$ cat config.mk
export PLATFORM = sky130hd
export DESIGN_NAME = tcam_monitor
export DESIGN_NICKNAME = d
export VERILOG_FILES = /design/src/tcam_pkg.sv /design/src/tcam_monitor.sv
export SDC_FILE = /design/constraint.sdc
export NUM_CORES = 2
export LEC_CHECK = 0
export BUFFER_PORTS_ARGS = -buffer_cell sky130_fd_sc_hd__buf_2
export CAP_MARGIN = 10
export CORE_ASPECT_RATIO = 0.7
export CORE_MARGIN = 4
export CORE_UTILIZATION = 55
export DETAILED_ROUTE_END_ITERATION = 8
export GPL_TIMING_DRIVEN = 0
export PLACE_DENSITY = 0.75
export SLEW_MARGIN = 10
export SYNTH_ARGS = -nofsm -noshare
export SYNTH_HDL_FRONTEND = slang
export SYNTH_SLANG_ARGS = --single-unit
export TNS_END_PERCENT = 100
$ cat constraint.sdc
create_clock -name mclk -period 6.6 [get_ports mclk]
set_input_delay 0.99 -clock mclk [delete_from_list [all_inputs] [get_ports mclk]]
set_output_delay 0.99 -clock mclk [all_outputs]
set_load 0.005 [all_outputs]
$ cat src/tcam_pkg.sv
/*
 package for the temperature channel alarm monitor: channel counts,
 register offsets, field positions, defaults, limits and timing.
 assumes a single 10 MHz system clock.
*/
`default_nettype none
package tcam_pkg;
   localparam int NUM_CH = 8;
   localparam int NUM_BRG = 6;
   localparam int TEMP_W = 8;
   localparam int CLK_HZ = 10_000_000;
   localparam int SEC_TICK_MS = 1000;
   localparam int SEC_TICK_CYCLES = CLK_HZ / 1000 * SEC_TICK_MS;
   localparam int TICKS_PER_MIN = 60;
   // register byte offsets
   localparam logic [7:0] OFS_CTRL = 8'h00;
   localparam logic [7:0] OFS_STATUS = 8'h04;
   localparam logic [7:0] OFS_DISPLAY = 8'h08;
   localparam logic [7:0] OFS_CH_BASE = 8'h10;
   // ctrl fields
   localparam int CTRL_UNIT_C = 0;
   localparam int CTRL_HOLD_LSB = 8;
   // channel word a fields
   localparam int CA_EN = 0;
   localparam int CA_RATE_EN = 1;
   localparam int CA_SRC_LSB = 2;
   localparam int CA_ABS_LSB = 8;
   localparam int CA_REL_LSB = 16;
   // channel word b fields
   localparam int CB_RATE_LSB = 0;
   localparam int CB_ADLY_LSB = 8;
   localparam int CB_SDLY_LSB = 16;
   // defaults and limits, fahrenheit then celsius
   localparam logic [7:0] ABS_DEF_F = 8'd140;
   localparam logic [7:0] ABS_DEF_C = 8'd60;
   localparam logic [7:0] ABS_MIN_F = 8'd32;
   localparam logic [7:0] ABS_MAX_F = 8'd230;
   localparam logic [7:0] ABS_MIN_C = 8'd1;
   localparam logic [7:0] ABS_MAX_C = 8'd110;
   localparam logic [7:0] REL_DEF_F = 8'd30;
   localparam logic [7:0] REL_DEF_C = 8'd15;
   localparam logic [7:0] REL_MIN_F = 8'd2;
   localparam logic [7:0] REL_MAX_F = 8'd90;
   localparam logic [7:0] REL_MIN_C = 8'd1;
   localparam logic [7:0] REL_MAX_C = 8'd50;
   localparam logic [5:0] RATE_DEF = 6'd30;
   localparam logic [5:0] RATE_MIN = 6'd20;
   localparam logic [5:0] RATE_MAX = 6'd50;
   localparam logic [3:0] ADLY_DEF = 4'd1;
   localparam logic [3:0] ADLY_MAX = 4'd10;
   localparam logic [5:0] SDLY_DEF = 6'd60;
   localparam logic [5:0] SDLY_MAX = 6'd60;
   localparam logic [7:0] EN_DEF = 8'h0f;
   localparam logic [3:0] SRC_OFF = 4'h0;
   localparam logic [7:0] HOLD_DEF = 8'h00;
   typedef enum logic [1:0] {TCAM_LOG_TRIP, TCAM_LOG_ALARM, TCAM_LOG_STOP} tcam_log_t;
endpackage
`default_nettype wire

$ cat src/tcam_monitor.sv
/*
 temperature channel alarm monitor: six bearing and two ambient channels,
 absolute, relative and rise-rate checks, cumulative alarm and stop delays,
 relays, leds, warnings and alarm log events.
 assumes readings are synchronous to mclk, register strobes one cycle long.
*/
// The register offsets and the address-and-strobe port were decided locally.
`default_nettype none
module tcam_monitor import tcam_pkg::*; #(
   parameter int TICK_CYCLES = SEC_TICK_CYCLES
) (
   input wire logic mclk,
   input wire logic rst_b,
   input wire logic [NUM_CH*TEMP_W-1:0] temp_in,
   input wire logic [7:0] reg_addr,
   input wire logic [31:0] reg_wdata,
   input wire logic reg_wr,
   input wire logic reg_rd,
   output logic [31:0] reg_rdata,
   output logic [NUM_CH-1:0] indicator_red,
   output logic [NUM_CH-1:0] warn_alarm,
   output logic [NUM_CH-1:0] warn_stop,
   output logic alarm_relay_energized,
   output logic stop_relay_energized,
   output logic alarm_led_amber,
   output logic stop_led_red,
   output logic stop_count_show,
   output logic [5:0] stop_count_display,
   output logic log_valid,
   output logic [2:0] log_chan,
   output tcam_log_t log_kind
);
   localparam int TW = $clog2(TICK_CYCLES + 1);

   function automatic logic [7:0] clamp8(input logic [7:0] v, input logic [7:0] lo,
                                         input logic [7:0] hi);
      clamp8 = (v < lo) ? lo : ((v > hi) ? hi : v);
   endfunction

   function automatic logic [2:0] lowest(input logic [NUM_CH-1:0] v);
      lowest = 3'd0;
      for (int i = NUM_CH - 1; i >= 0; i--) begin
         if (v[i]) begin
            lowest = 3'(i);
         end
      end
   endfunction

   // configuration
   logic unit_c_reg;
   logic [7:0] holdoff_reg;
   logic [NUM_CH-1:0] en_reg;
   logic [NUM_CH-1:0] rate_en_reg;
   logic [3:0] src_reg [NUM_CH];
   logic [7:0] abs_reg [NUM_CH];
   logic [7:0] rel_reg [NUM_CH];
   logic [5:0] rate_reg [NUM_CH];
   logic [3:0] adly_reg [NUM_CH];
   logic [5:0] sdly_reg [NUM_CH];

   // state
   logic [TW-1:0] tick_cnt_reg;
   logic tick;
   logic [5:0] min_cnt_reg;
   logic minute;
   logic [7:0] hold_cnt_reg;
   logic rise_armed;
   logic rise_seeded_reg;
   logic [7:0] snap_reg [NUM_CH];
   logic [NUM_CH-1:0] rise_flag_reg;
   logic [NUM_CH-1:0] trip;
   logic [3:0] acnt_reg [NUM_CH];
   logic [5:0] scnt_reg [NUM_CH];
   logic [NUM_CH-1:0] alarm_act;
   logic [NUM_CH-1:0] stop_act;
   logic [NUM_CH-1:0] trip_d_reg, alarm_d_reg, stop_d_reg;
   logic [NUM_CH-1:0] pend_trip_reg, pend_alarm_reg, pend_stop_reg;

   logic [7:0] temp [NUM_CH];
   logic [7:0] abs_def, rel_def;
   logic [2:0] wr_ch;
   logic [7:0] ch_ofs;
   logic wr_ch_a, wr_ch_b;
   logic [3:0] wr_src;

   assign abs_def = unit_c_reg ? ABS_DEF_C : ABS_DEF_F;
   assign rel_def = unit_c_reg ? REL_DEF_C : REL_DEF_F;
   assign ch_ofs = reg_addr - OFS_CH_BASE;
   assign wr_ch = ch_ofs[5:3];
   assign wr_ch_a = reg_wr && reg_addr >= OFS_CH_BASE && reg_addr < 8'h50 && reg_addr[2] == 1'b0;
   assign wr_ch_b = reg_wr && reg_addr >= OFS_CH_BASE && reg_addr < 8'h50 && reg_addr[2] == 1'b1;
   assign wr_src = reg_wdata[CA_SRC_LSB +: 4];

   // global controls
   always_ff @(posedge mclk or negedge rst_b) begin
      if (!rst_b) begin
         unit_c_reg <= 1'b0;
         holdoff_reg <= HOLD_DEF;
      end else if (reg_wr && reg_addr == OFS_CTRL) begin
         unit_c_reg <= reg_wdata[CTRL_UNIT_C];
         holdoff_reg <= reg_wdata[CTRL_HOLD_LSB +: 8];
      end
   end

   // per-channel configuration; ranges clamped on write
   always_ff @(posedge mclk or negedge rst_b) begin
      if (!rst_b) begin
         en_reg <= EN_DEF;
         rate_en_reg <= '1;
         for (int i = 0; i < NUM_CH; i++) begin
            src_reg[i] <= SRC_OFF;
            abs_reg[i] <= ABS_DEF_F;
            rel_reg[i] <= REL_DEF_F;
            rate_reg[i] <= RATE_DEF;
            adly_reg[i] <= ADLY_DEF;
            sdly_reg[i] <= SDLY_DEF;
         end
      end else begin
         if (wr_ch_a) begin
            en_reg[wr_ch] <= reg_wdata[CA_EN];
            rate_en_reg[wr_ch] <= reg_wdata[CA_RATE_EN];
            abs_reg[wr_ch] <= unit_c_reg ?
               clamp8(reg_wdata[CA_ABS_LSB +: 8], ABS_MIN_C, ABS_MAX_C) :
               clamp8(reg_wdata[CA_ABS_LSB +: 8], ABS_MIN_F, ABS_MAX_F);
            rel_reg[wr_ch] <= unit_c_reg ?
               clamp8(reg_wdata[CA_REL_LSB +: 8], REL_MIN_C, REL_MAX_C) :
               clamp8(reg_wdata[CA_REL_LSB +: 8], REL_MIN_F, REL_MAX_F);
            // only bearings take a source, never themselves; codes 1..8 name channel 0..7
            if (wr_ch < 3'(NUM_BRG) && wr_src <= 4'(NUM_CH) && wr_src != 4'(wr_ch) + 4'h1) begin
               src_reg[wr_ch] <= wr_src;
            end else begin
               src_reg[wr_ch] <= SRC_OFF;
            end
            // auto-enable the chosen source with default settings
            if (wr_ch < 3'(NUM_BRG) && wr_src != SRC_OFF && wr_src <= 4'(NUM_CH) &&
                wr_src != 4'(wr_ch) + 4'h1 && !en_reg[3'(wr_src - 4'h1)]) begin
               en_reg[3'(wr_src - 4'h1)] <= 1'b1;
               rate_en_reg[3'(wr_src - 4'h1)] <= 1'b1;
               src_reg[3'(wr_src - 4'h1)] <= SRC_OFF;
               abs_reg[3'(wr_src - 4'h1)] <= abs_def;
               rel_reg[3'(wr_src - 4'h1)] <= rel_def;
               rate_reg[3'(wr_src - 4'h1)] <= RATE_DEF;
               adly_reg[3'(wr_src - 4'h1)] <= ADLY_DEF;
               sdly_reg[3'(wr_src - 4'h1)] <= SDLY_DEF;
            end
         end
         if (wr_ch_b) begin
            rate_reg[wr_ch] <= 6'(clamp8({2'b00, reg_wdata[CB_RATE_LSB +: 6]},
                                         {2'b00, RATE_MIN}, {2'b00, RATE_MAX}));
            adly_reg[wr_ch] <= 4'(clamp8({4'h0, reg_wdata[CB_ADLY_LSB +: 4]},
                                         8'h00, {4'h0, ADLY_MAX}));
            sdly_reg[wr_ch] <= 6'(clamp8({2'b00, reg_wdata[CB_SDLY_LSB +: 6]},
                                         8'h00, {2'b00, SDLY_MAX}));
         end
      end
   end

   // one-second tick and one-minute mark
   always_ff @(posedge mclk or negedge rst_b) begin
      if (!rst_b) begin
         tick_cnt_reg <= '0;
      end else if (tick) begin
         tick_cnt_reg <= '0;
      end else begin
         tick_cnt_reg <= tick_cnt_reg + 1'b1;
      end
   end
   assign tick = tick_cnt_reg == TW'(TICK_CYCLES - 1);

   always_ff @(posedge mclk or negedge rst_b) begin
      if (!rst_b) begin
         min_cnt_reg <= '0;
      end else if (tick) begin
         min_cnt_reg <= minute ? 6'h00 : min_cnt_reg + 6'h01;
      end
   end
   assign minute = tick && min_cnt_reg == 6'(TICKS_PER_MIN - 1);

   // startup holdoff in seconds
   always_ff @(posedge mclk or negedge rst_b) begin
      if (!rst_b) begin
         hold_cnt_reg <= '0;
      end else if (tick && !rise_armed) begin
         hold_cnt_reg <= hold_cnt_reg + 8'h01;
      end
   end
   assign rise_armed = hold_cnt_reg >= holdoff_reg;

   // first minute mark once armed only seeds the snapshots
   always_ff @(posedge mclk or negedge rst_b) begin
      if (!rst_b) begin
         rise_seeded_reg <= 1'b0;
      end else if (!rise_armed) begin
         rise_seeded_reg <= 1'b0;
      end else if (minute) begin
         rise_seeded_reg <= 1'b1;
      end
   end

   // rise rate per minute, judged each minute mark and held until next
   generate
      for (genvar c = 0; c < NUM_CH; c++) begin : g_ch
         logic [7:0] rise;
         logic [7:0] src_t;
         logic rel_hit;
         assign temp[c] = temp_in[c*TEMP_W +: TEMP_W];
         assign rise = temp[c] > snap_reg[c] ? temp[c] - snap_reg[c] : 8'h00;
         assign src_t = src_reg[c] == SRC_OFF ? 8'h00 : temp[3'(src_reg[c] - 4'h1)];
         assign rel_hit = src_reg[c] != SRC_OFF &&
                          {1'b0, temp[c]} > {1'b0, src_t} + {1'b0, rel_reg[c]};

         always_ff @(posedge mclk or negedge rst_b) begin
            if (!rst_b) begin
               snap_reg[c] <= '0;
               rise_flag_reg[c] <= 1'b0;
            end else if (minute) begin
               snap_reg[c] <= temp[c];
               // first minute after holdoff only seeds the snapshot
               rise_flag_reg[c] <= rate_en_reg[c] && rise_armed && rise_seeded_reg &&
                                   {4'h0, rise} * 12'd10 > {6'h00, rate_reg[c]};
            end else if (!rate_en_reg[c] || !rise_armed) begin
               rise_flag_reg[c] <= 1'b0;
            end
         end

         assign trip[c] = en_reg[c] && (temp[c] > abs_reg[c] || rel_hit ||
                                        rise_flag_reg[c]);

         // cumulative delay counters
         always_ff @(posedge mclk or negedge rst_b) begin
            if (!rst_b) begin
               acnt_reg[c] <= ADLY_DEF;
               scnt_reg[c] <= SDLY_DEF;
            end else if (trip[c]) begin
               if (tick && acnt_reg[c] != 4'h0) begin
                  acnt_reg[c] <= acnt_reg[c] - 4'h1;
               end
               if (tick && scnt_reg[c] != 6'h00) begin
                  scnt_reg[c] <= scnt_reg[c] - 6'h01;
               end
            end else begin
               if (acnt_reg[c] > adly_reg[c]) begin
                  acnt_reg[c] <= adly_reg[c];
               end else if (tick && acnt_reg[c] < adly_reg[c]) begin
                  acnt_reg[c] <= acnt_reg[c] + 4'h1;
               end
               if (scnt_reg[c] > sdly_reg[c]) begin
                  scnt_reg[c] <= sdly_reg[c];
               end else if (tick && scnt_reg[c] < sdly_reg[c]) begin
                  scnt_reg[c] <= scnt_reg[c] + 6'h01;
               end
            end
         end
         assign alarm_act[c] = trip[c] && acnt_reg[c] == 4'h0;
         assign stop_act[c] = trip[c] && scnt_reg[c] == 6'h00;
      end
   endgenerate

   // indicators, relays, leds, display
   always_ff @(posedge mclk or negedge rst_b) begin
      if (!rst_b) begin
         indicator_red <= '0;
         warn_alarm <= '0;
         warn_stop <= '0;
         alarm_relay_energized <= 1'b1;
         stop_relay_energized <= 1'b1;
         alarm_led_amber <= 1'b0;
         stop_led_red <= 1'b0;
         stop_count_show <= 1'b0;
         stop_count_display <= '0;
      end else begin
         indicator_red <= trip;
         warn_alarm <= alarm_act;
         warn_stop <= stop_act;
         alarm_relay_energized <= ~|alarm_act;
         stop_relay_energized <= ~|stop_act;
         alarm_led_amber <= |alarm_act;
         stop_led_red <= |stop_act;
         stop_count_show <= |alarm_act;
         stop_count_display <= |alarm_act ? scnt_reg[lowest(alarm_act)] : 6'h00;
      end
   end

   // alarm log: rising edges queue as pending, trips then alarms then stops, lowest channel first in each
   logic [NUM_CH-1:0] clr_trip, clr_alarm, clr_stop;
   always_comb begin
      clr_trip = '0;
      clr_alarm = '0;
      clr_stop = '0;
      if (|pend_trip_reg) begin
         clr_trip[lowest(pend_trip_reg)] = 1'b1;
      end else if (|pend_alarm_reg) begin
         clr_alarm[lowest(pend_alarm_reg)] = 1'b1;
      end else if (|pend_stop_reg) begin
         clr_stop[lowest(pend_stop_reg)] = 1'b1;
      end
   end

   always_ff @(posedge mclk or negedge rst_b) begin
      if (!rst_b) begin
         trip_d_reg <= '0;
         alarm_d_reg <= '0;
         stop_d_reg <= '0;
         pend_trip_reg <= '0;
         pend_alarm_reg <= '0;
         pend_stop_reg <= '0;
      end else begin
         trip_d_reg <= trip;
         alarm_d_reg <= alarm_act;
         stop_d_reg <= stop_act;
         // a new edge wins over the clear of its own bit
         pend_trip_reg <= (pend_trip_reg & ~clr_trip) | (trip & ~trip_d_reg);
         pend_alarm_reg <= (pend_alarm_reg & ~clr_alarm) | (alarm_act & ~alarm_d_reg);
         pend_stop_reg <= (pend_stop_reg & ~clr_stop) | (stop_act & ~stop_d_reg);
      end
   end

   always_ff @(posedge mclk or negedge rst_b) begin
      if (!rst_b) begin
         log_valid <= 1'b0;
         log_chan <= '0;
         log_kind <= TCAM_LOG_TRIP;
      end else begin
         log_valid <= |{clr_trip, clr_alarm, clr_stop};
         log_chan <= lowest(clr_trip | clr_alarm | clr_stop);
         log_kind <= |clr_trip ? TCAM_LOG_TRIP : (|clr_alarm ? TCAM_LOG_ALARM : TCAM_LOG_STOP);
      end
   end

   // register read, data in the following cycle
   always_ff @(posedge mclk or negedge rst_b) begin
      if (!rst_b) begin
         reg_rdata <= '0;
      end else if (reg_rd) begin
         reg_rdata <= '0;
         if (reg_addr == OFS_CTRL) begin
            reg_rdata <= {16'h0000, holdoff_reg, 7'h00, unit_c_reg};
         end else if (reg_addr == OFS_STATUS) begin
            reg_rdata <= {6'h00, alarm_relay_energized, stop_relay_energized,
                          stop_act, alarm_act, trip};
         end else if (reg_addr == OFS_DISPLAY) begin
            reg_rdata <= {25'h0, stop_count_show, stop_count_display};
         end else if (reg_addr >= OFS_CH_BASE && reg_addr < 8'h50 && reg_addr[1:0] == 2'b00) begin
            reg_rdata <= reg_addr[2] ?
               {10'h000, sdly_reg[wr_ch], 4'h0, adly_reg[wr_ch], 2'b00, rate_reg[wr_ch]} :
               {8'h00, rel_reg[wr_ch], abs_reg[wr_ch], 2'b00, src_reg[wr_ch],
                rate_en_reg[wr_ch], en_reg[wr_ch]};
         end
      end
   end

   // checks
   a_relay_after_reset: assert property (@(posedge mclk) $rose(rst_b) |->
      alarm_relay_energized && stop_relay_energized) else $error("relay not energized");
   a_alarm_drops_relay: assert property (@(posedge mclk) disable iff (!rst_b)
      |alarm_act |=> !alarm_relay_energized && alarm_led_amber) else $error("alarm relay");
   a_stop_drops_relay: assert property (@(posedge mclk) disable iff (!rst_b)
      |stop_act |=> !stop_relay_energized && stop_led_red) else $error("stop relay");
   a_abs_trip_red: assert property (@(posedge mclk) disable iff (!rst_b)
      en_reg[0] && temp[0] > abs_reg[0] |=> indicator_red[0]) else $error("abs trip");
   a_disabled_quiet: assert property (@(posedge mclk) disable iff (!rst_b)
      !en_reg[1] |-> !trip[1]) else $error("disabled channel tripped");
   a_rise_off_quiet: assert property (@(posedge mclk) disable iff (!rst_b)
      !rate_en_reg[2] |=> !rise_flag_reg[2]) else $error("rise flag while off");
   a_holdoff_quiet: assert property (@(posedge mclk) disable iff (!rst_b)
      !rise_armed |=> rise_flag_reg == '0) else $error("rise during holdoff");
   a_acnt_counts_down: assert property (@(posedge mclk) disable iff (!rst_b)
      trip[0] && tick && acnt_reg[0] != 4'h0 |=> acnt_reg[0] == $past(acnt_reg[0]) - 4'h1)
      else $error("alarm counter not stepping");
   a_scnt_recovers: assert property (@(posedge mclk) disable iff (!rst_b)
      !trip[0] && tick && scnt_reg[0] < sdly_reg[0] |=> scnt_reg[0] == $past(scnt_reg[0]) + 6'h01)
      else $error("stop counter not recovering");
   a_display_shown: assert property (@(posedge mclk) disable iff (!rst_b)
      |alarm_act |=> stop_count_show) else $error("stop count hidden");
   a_alarm_logged: assert property (@(posedge mclk) disable iff (!rst_b)
      alarm_act[0] && !alarm_d_reg[0] |=> pend_alarm_reg[0] || log_valid)
      else $error("alarm not queued");
endmodule
`default_nettype wire

# Word-level counts from Yosys, hierarchy flattened
# Index checks and enable logic that the tools add are counted.
totals:
  ff_bits: 600
  inputBits: 108
op_classes:
  add_sub_neg: 62
  mul: 8
  n_lt_le_gt_ge: 104
  eq_ne: 22
  mux: 275
  bitwise_logic: 44
  reduce_logical: 245
ops:
  columns: ["cell", "n"]
  rows:
  - ["$mux W8", 57]
  - ["$mux W48", 6]
  - ["$mux W6", 45]
  - ["$bwmux W64", 4]
  - ["$bmux W8 S3", 10]
  - ["$mux W32", 6]
  - ["$mux W4", 39]
  - ["$mux W3", 46]
  - ["$gt A8 B8 Y1", 16]
  - ["$mux W64", 2]
  - ["$logic_and A1 B1 Y1", 110]
  - ["$bwmux W48", 2]
  - ["$gt A12 B6 Y1", 8]
  - ["$mux W24", 4]
  - ["$mul A8 B3 Y11 const B", 8]
  - ["$add A8 B8 Y9", 8]
  - ["$gt A8 B9 Y1", 8]
  - ["$reduce_bool A4 Y1", 17]
  - ["$and A32 B32 Y32", 2]
  - ["$bwmux W32", 2]
  - ["$logic_not A4 Y1", 16]
  - ["$not A32 Y32", 2]
  - ["$or A32 B32 Y32", 2]
  - ["$or A8 B8 Y8", 8]
  - ["other kinds (70)", 332]

# Longest topological paths before layout
depth:
  ltp_word: 27
  ltp_mapped: 33
  depth_no_buf: 28

# Worst setup path before layout
# Ideal clock, no wire load.
synth_path:
  kind: "register -> register"
  startpoint: "register src_reg[8] (netlist bit)"
  endpoint: "register stop_count_display[2]"
  setup_time_ps: 151
  arrival_ps: 6422
  required_ps: 6449
  setup_slack_ps: 26
  path_stages_with_launch: 26
  path_buffers: 5
  period_less_slack_ps: 6574
  path_cell_list: "dfrtp_1 -> clkbuf_1 -> buf_1 -> inv_1 -> ha_1 -> clkbuf_1 -> clkbuf_1 -> mux4_2 -> nand2_1 -> a21oi_1 -> ha_1 -> fa_1 -> a211oi_1 -> o21bai_1 -> a21o_1 -> xnor2_1 -> ha_1 -> a21o_1 -> a2111oi_0 -> a2111oi_2 -> o21bai_2 -> o221ai_4 -> a311oi_4 -> buf_8 -> mux2i_1 -> o221ai_1"
synth_via:
  elab_chain_cells: 24
  elab_cells_between_ends: 27
  classes_between: "add/sub (2); order compare (1); mux (14); bitwise (2); reduce/logical (8)"
synth_lines:
  columns: ["item", "line", "source"]
  rows:
  - ["start: declaration", "tcam_monitor.sv:54", "logic [3:0] src_reg [NUM_CH];"]
  - ["start signal: indexed assignment", "tcam_monitor.sv:130", "src_reg[wr_ch] <= wr_src;"]
  - ["$sub A3 B1 Y3", "tcam_monitor.sv:208", "assign src_t = src_reg[c] == SRC_OFF ? 8'h00 : temp[3'(src_reg[c] - 4'h1)];"]
  - ["$not A3 Y4 (not written as such)", "tcam_monitor.sv:208", null]
  - ["$bmux W8 S3", "tcam_monitor.sv:208", null]
  - ["$mux W8 (not written as such) (2 in a row)", "tcam_monitor.sv:208", null]
  - ["$mux W8", "tcam_monitor.sv:208", null]
  - ["$add A8 B8 Y9", "tcam_monitor.sv:210", "{1'b0, temp[c]} > {1'b0, src_t} + {1'b0, rel_reg[c]};"]
  - ["$gt A8 B9 Y1", "tcam_monitor.sv:210", null]
  - ["$logic_and A1 B1 Y1 *", "tcam_monitor.sv:209", "assign rel_hit = src_reg[c] != SRC_OFF &&"]
  - ["$logic_or A1 B1 Y1 * (2 in a row)", "tcam_monitor.sv:226", "assign trip[c] = en_reg[c] && (temp[c] > abs_reg[c] || rel_hit ||"]
  - ["$logic_and A1 B1 Y1 *", "tcam_monitor.sv:226", null]
  - ["$logic_and A1 B1 Y1 *", "tcam_monitor.sv:254", "assign alarm_act[c] = trip[c] && acnt_reg[c] == 4'h0;"]
  - ["$mux W3 (6 in a row)", "tcam_monitor.sv:43", "if (v[i]) begin"]
  - ["$not A3 Y4 (not written as such)", "tcam_monitor.sv:280", "stop_count_display <= |alarm_act ? scnt_reg[lowest(alarm_act)] : 6'h00;"]
  - ["$bmux W6 S3", "tcam_monitor.sv:280", null]
  - ["$mux W6 (not written as such) (2 in a row)", "tcam_monitor.sv:280", null]
  - ["$mux W6 *", "tcam_monitor.sv:280", null]
  - ["end signal: assignment", "tcam_monitor.sv:280", null]
  - ["end: declaration", "tcam_monitor.sv:28", "output logic [5:0] stop_count_display,"]
# Mark *: on every way between the ends. The rest lies on a longest branch, timed or not. The select of a mux whose other input is x is not followed.
# A chain may end at the register's enable or synchronous reset.

# Worst setup path in the final report
layout_path:
  startpoint: "register src_reg[24] (netlist bit)"
  endpoint: "register acnt_reg[26] (netlist bit)"
layout_via:
  elab_chain_cells: 14
  elab_cells_between_ends: 18
  classes_between: "add/sub (2); order compare (1); eq/ne (1); mux (5); bitwise (1); reduce/logical (8)"
layout_lines:
  columns: ["item", "line", "source"]
  rows:
  - ["$sub A3 B1 Y3", "tcam_monitor.sv:208", null]
  - ["$not A3 Y4 (not written as such)", "tcam_monitor.sv:208", null]
  - ["$bmux W8 S3", "tcam_monitor.sv:208", null]
  - ["$mux W8 (not written as such) (2 in a row)", "tcam_monitor.sv:208", null]
  - ["$mux W8", "tcam_monitor.sv:208", null]
  - ["$add A8 B8 Y9", "tcam_monitor.sv:210", null]
  - ["$gt A8 B9 Y1", "tcam_monitor.sv:210", null]
  - ["$logic_and A1 B1 Y1 *", "tcam_monitor.sv:209", null]
  - ["$logic_or A1 B1 Y1 * (2 in a row)", "tcam_monitor.sv:226", null]
  - ["$logic_and A1 B1 Y1 *", "tcam_monitor.sv:226", null]
  - ["$ne A2 B1 Y1 (no line) / $reduce_bool A3 Y1 (equally long branches)", null, null]
  - ["$reduce_and A2 Y1 (no line)", null, null]
  - ["end signal: indexed assignment", "tcam_monitor.sv:236", "acnt_reg[c] <= acnt_reg[c] - 4'h1;"]
  - ["end signal: indexed assignment", "tcam_monitor.sv:243", "acnt_reg[c] <= adly_reg[c];"]
  - ["end signal: indexed assignment", "tcam_monitor.sv:245", "acnt_reg[c] <= acnt_reg[c] + 4'h1;"]
  - ["end: declaration", "tcam_monitor.sv:72", "logic [3:0] acnt_reg [NUM_CH];"]
# Marked as above.

==> key figures <==
Synth
  • Yosys top cell area share: 21.7%
  • EDFF count, synth: 0
  • Synthesized cell area: 47600 µm²
  • Post-synthesis mux area share: a little under an eighth
  • Largest family of logic cells by synthesized area: compound AO/OA/AOI/OAI gates
  • Post-synthesis adder-cell area fraction: around 16%
  • Synth top area cells: dfrtp_1 (22%), ha_1 (15%), mux4_2 (10%), dfstp_2 (10%), a21oi_1 (4.6%)
  • FF+latch count, synth: 594
  • Synthesized area per cell: roughly 9.3 µm²
  • Mapped Cells: 5111
  • Post-Synth Simple-Gate Area: between 10% and 20%
  • XOR/XNOR Fraction of Synth Area: between 2 and 3%
  • Netlist cell types: between 100 and 150
  • Post-synth top flop: dfrtp_1
  • Ys async rst share: between 90% and 100%
  • Register area share after synthesis: about a third
  • Yosys warnings: 0
  • Synth Area in Compound Gates: approximately a fifth
  • Cell taking the most area after synthesis: dfrtp_1

Clock network
  • CTS sink count: 594
  • Maximum clock insertion buffer count: 3
  • H-tree levels: 3
  • Clock latency on the worst-skew pair: roughly 0.64 ns
  • Clock transition at path regs: roughly 0.070 ns
  • TritonCTS Buffers: 66
  • Root Driver: clkbuf_16
  • CTS tree: yes

STA
  • Worst setup margin: between 0.2 and 0.25 ns
  • Final clock skew: 0.0240 ns
  • Fmax: ~160 MHz
  • Worst Max-Slew Pin Slew: between 1 and 1.5 ns
  • Slew Limit Headroom: 4.42%
  • Setup TNS: 0 ns
  • Max-slew violation count: 0
  • Final Hold Viols: 0
  • Worst hold slack: between 0.3 and 0.4 ns
  • Min Tclk post-route: between 6 and 7 ns
  • Period utilization: between 90% and 100%
  • Endpoints failing setup: 0
  • RSZ-0062 raised after global routing: true

Die
  • Die area: 91400 µm²
  • DIE HEIGHT: 254 µm
  • Row count: 89
  • Die Wd: 360 µm
  • I/O pin total: 181
  • Core ar.: 85100 µm²
  • Initial core utilization: a little under three fifths

Layout
  • Filler cell count: about 7000
  • Non-Filler Instances: about 6600
  • Layout area overhead: 11.5%
  • Net count, final: between 6000 and 7000
  • Register area: 15100 µm²
  • Finished Cell Area: between 50000 and 60000 µm²
  • Share of cells above drive strength 1: 17.0%
  • Multi-input gate area: between 30000 and 40000 µm²
  • Fin util: ~62%

Route
  • DR vias: approximately 45000
  • DR DRC count: 39
  • Via/cell ratio: around 6.9
  • Routed Antenna Nets: 0
  • Pre-Repair DR Iteration Count: 9
  • Highest metal used: met5
  • Met1 WL: 76600 µm
  • Met2 wire len: roughly 72000 µm
  • WL per Instance: approximately 30 µm
  • Post-Route WL: between 150000 and 200000 µm
  • Routed wl met3: around 36000 µm
  • Initial DRC count: 6596

Placement
  • Final HPWL DP: about 150000 µm
  • Setup WS pre-CTS: -1.82 ns
  • GPL Wtd Cong: about 1.1
  • Dpl cells: around 6400
  • IO Port Bufs: 160
  • Area after DPL: 50000 µm²

Setup path
  • Slowest CP cell: fa_1
  • Element type at the critical path end: flop
  • Delay-heaviest family, CP: compound AO/OA/AOI/OAI gates
  • Critical Path AT: 6.92 ns
  • Critical Path RT: a little over 7 ns
  • Startpoint types: flop
  • Crit-path cells: buf_4 -> inv_1 -> ha_2 -> clkbuf_4 -> mux4_2 -> nand2_1 -> a21oi_1 -> ha_1 -> fa_1 -> a211oi_2 -> o21bai_1 -> a21oi_1 -> xor2_1 -> ha_1 -> or3_1 -> nor3_1 -> a21oi_1 -> a22o_2 -> nand2_1 -> clkbuf_1 -> mux2_2 -> o22ai_1 -> a21oi_1 -> mux2_2
  • Slowest Stage Delay on Critical Path: 0.45 ns
  • Buffers and inverters on the worst path: 4
  • Crit path max fanout: 10
  • Crit-path most repeated cell: a21oi_1
  • Crit path kind: flop to flop

Worst hold path
  • Hold Path Class: input pin to asynchronous set/reset pin

GRT
  • Gr ovfl total: 0
  • Antenna violations before repair: 25
  • First-pass GRT wire length: ~280000 µm
  • Largest net degree at the start of global routing: between 100 and 150
  • Vias in the first global route: 42056
  • Gr usage total: a little over two fifths

Run status
  • Status: finished with violations
  • Failing checks: design-rule violations

Power and ir drop
  • Final total power: approximately 20 mW
  • VDD IR max: roughly 0.00022 V
  • Power Density: roughly 390 nW/µm²
  • Leak pwr: 24.9 nW

Flow run
  • Max-cap viol count: 0
-- area by class of cell --
type	instances	share of cell area, %
sequential	594	28.5
timing repair buffer	197	2.25
tap	1137	2.68
antenna	14	0.0660
clock inverter	31	0.920
multi-input combinational	3837	57.0
buffer	180	1.63
inverter	487	3.46
clock buffer	88	3.50
-- report_power, final --
group	switching, mW	internal [mW]
clock network	1.68	2.46
registers	0.928	4.53
logic	6.49	4.39
total	9.10	11.4
-- worst reg2reg max path: stages, from the launching register on --
cell and delay [ns]:
dfrtp_2 0.44, buf_4 0.25, inv_1 0.13, ha_2 0.44, clkbuf_4 0.26, mux4_2 0.31, nand2_1 0.10, a21oi_1 0.14
ha_1 0.29, fa_1 0.45, a211oi_2 0.35, o21bai_1 0.13, a21oi_1 0.18, xor2_1 0.09, ha_1 0.20, or3_1 0.41
nor3_1 0.14, a21oi_1 0.17, a22o_2 0.37, nand2_1 0.13, clkbuf_1 0.44, mux2_2 0.41, o22ai_1 0.13, a21oi_1 0.05
mux2_2 0.26
-- synthesized netlist by cell type, drive strengths merged, types with 52 or more instances --
| cell | number |
|---|---|
| ha | 552 |
| a211oi | 52 |
| nor3 | 105 |
| inv | 485 |
| nor2b | 65 |
| o22ai | 92 |
| a21oi | 441 |
| a21o | 70 |
| dfstp | 182 |
| o21ai | 362 |
| buf | 71 |
| nor2 | 357 |
| nand3 | 106 |
| nand4 | 52 |
| mux4 | 219 |
| xnor2 | 89 |
| nand2 | 471 |
| xor2 | 55 |
| dfrtp | 412 |
| clkbuf | 127 |
-- timing repair --
| item | 4_1_cts | 5_1_grt |
|---|---|---|
| setup buffers | 9 | 19 |
| gates resized for setup | 79 | 60 |
| pin swaps | 9 | 5 |
| hold buffers | 0 | 0 |
| setup endpoints to repair | 162 | 157 |
-- logic make-up after synthesis --
group | Yosys count
flops | 594
compound gates | 1447
mux | 262
buf+inv | 685
fa+ha+maj | 577
simple gates | 1401
other cells | 1
xor+xnor | 144
-- final timing paths --
kind | slack, ns | start | cells past startpoint | to
setup / recovery | 0.20 | src_reg[24] | 24 | acnt_reg[26]
hold / removal | 0.37 | rst_b | 1 | snap_reg[31]
setup reg to reg | 0.20 | src_reg[24] | 24 | acnt_reg[26]
hold reg to reg | 0.45 | trip_d_reg[0] | 1 | pend_trip_reg[0]
max in group asynchronous | 4.62 | rst_b | 3 | scnt_reg[46]
min in group mclk | 0.45 | trip_d_reg[0] | 1 | pend_trip_reg[0]
-- layout by cell type, fill, tap and decap left out, types with 28 or more instances in the layout --
master and n:
a211oi_1 48, a21o_1 70, a21oi_1 427, a22o_1 47
a22oi_1 41, a2bb2oi_1 30, a31oi_1 36, and2_1 30
buf_2 191, buf_4 48, clkbuf_1 111, clkbuf_16 69
dfrtp_1 404, dfstp_2 182, ha_1 546, inv_1 472
mux4_2 219, nand2_1 470, nand2b_1 38, nand3_1 104
nand4_1 52, nor2_1 354, nor2b_1 64, nor3_1 100
nor4_1 28, o21ai_0 303, o21ai_1 52, o21bai_1 30
o22ai_1 92, xnor2_1 87, xor2_1 54
-- per-layer routing --
layer / global-route usage [%] / up-vias
met1: 56.6 / 21777
li1: - / 19239
met3: 24.4 / 771
met2: 53.2 / 3456
met4: 17.3 / 44
met5: 3.67 / -
Power figures use the tool's default switching activity.
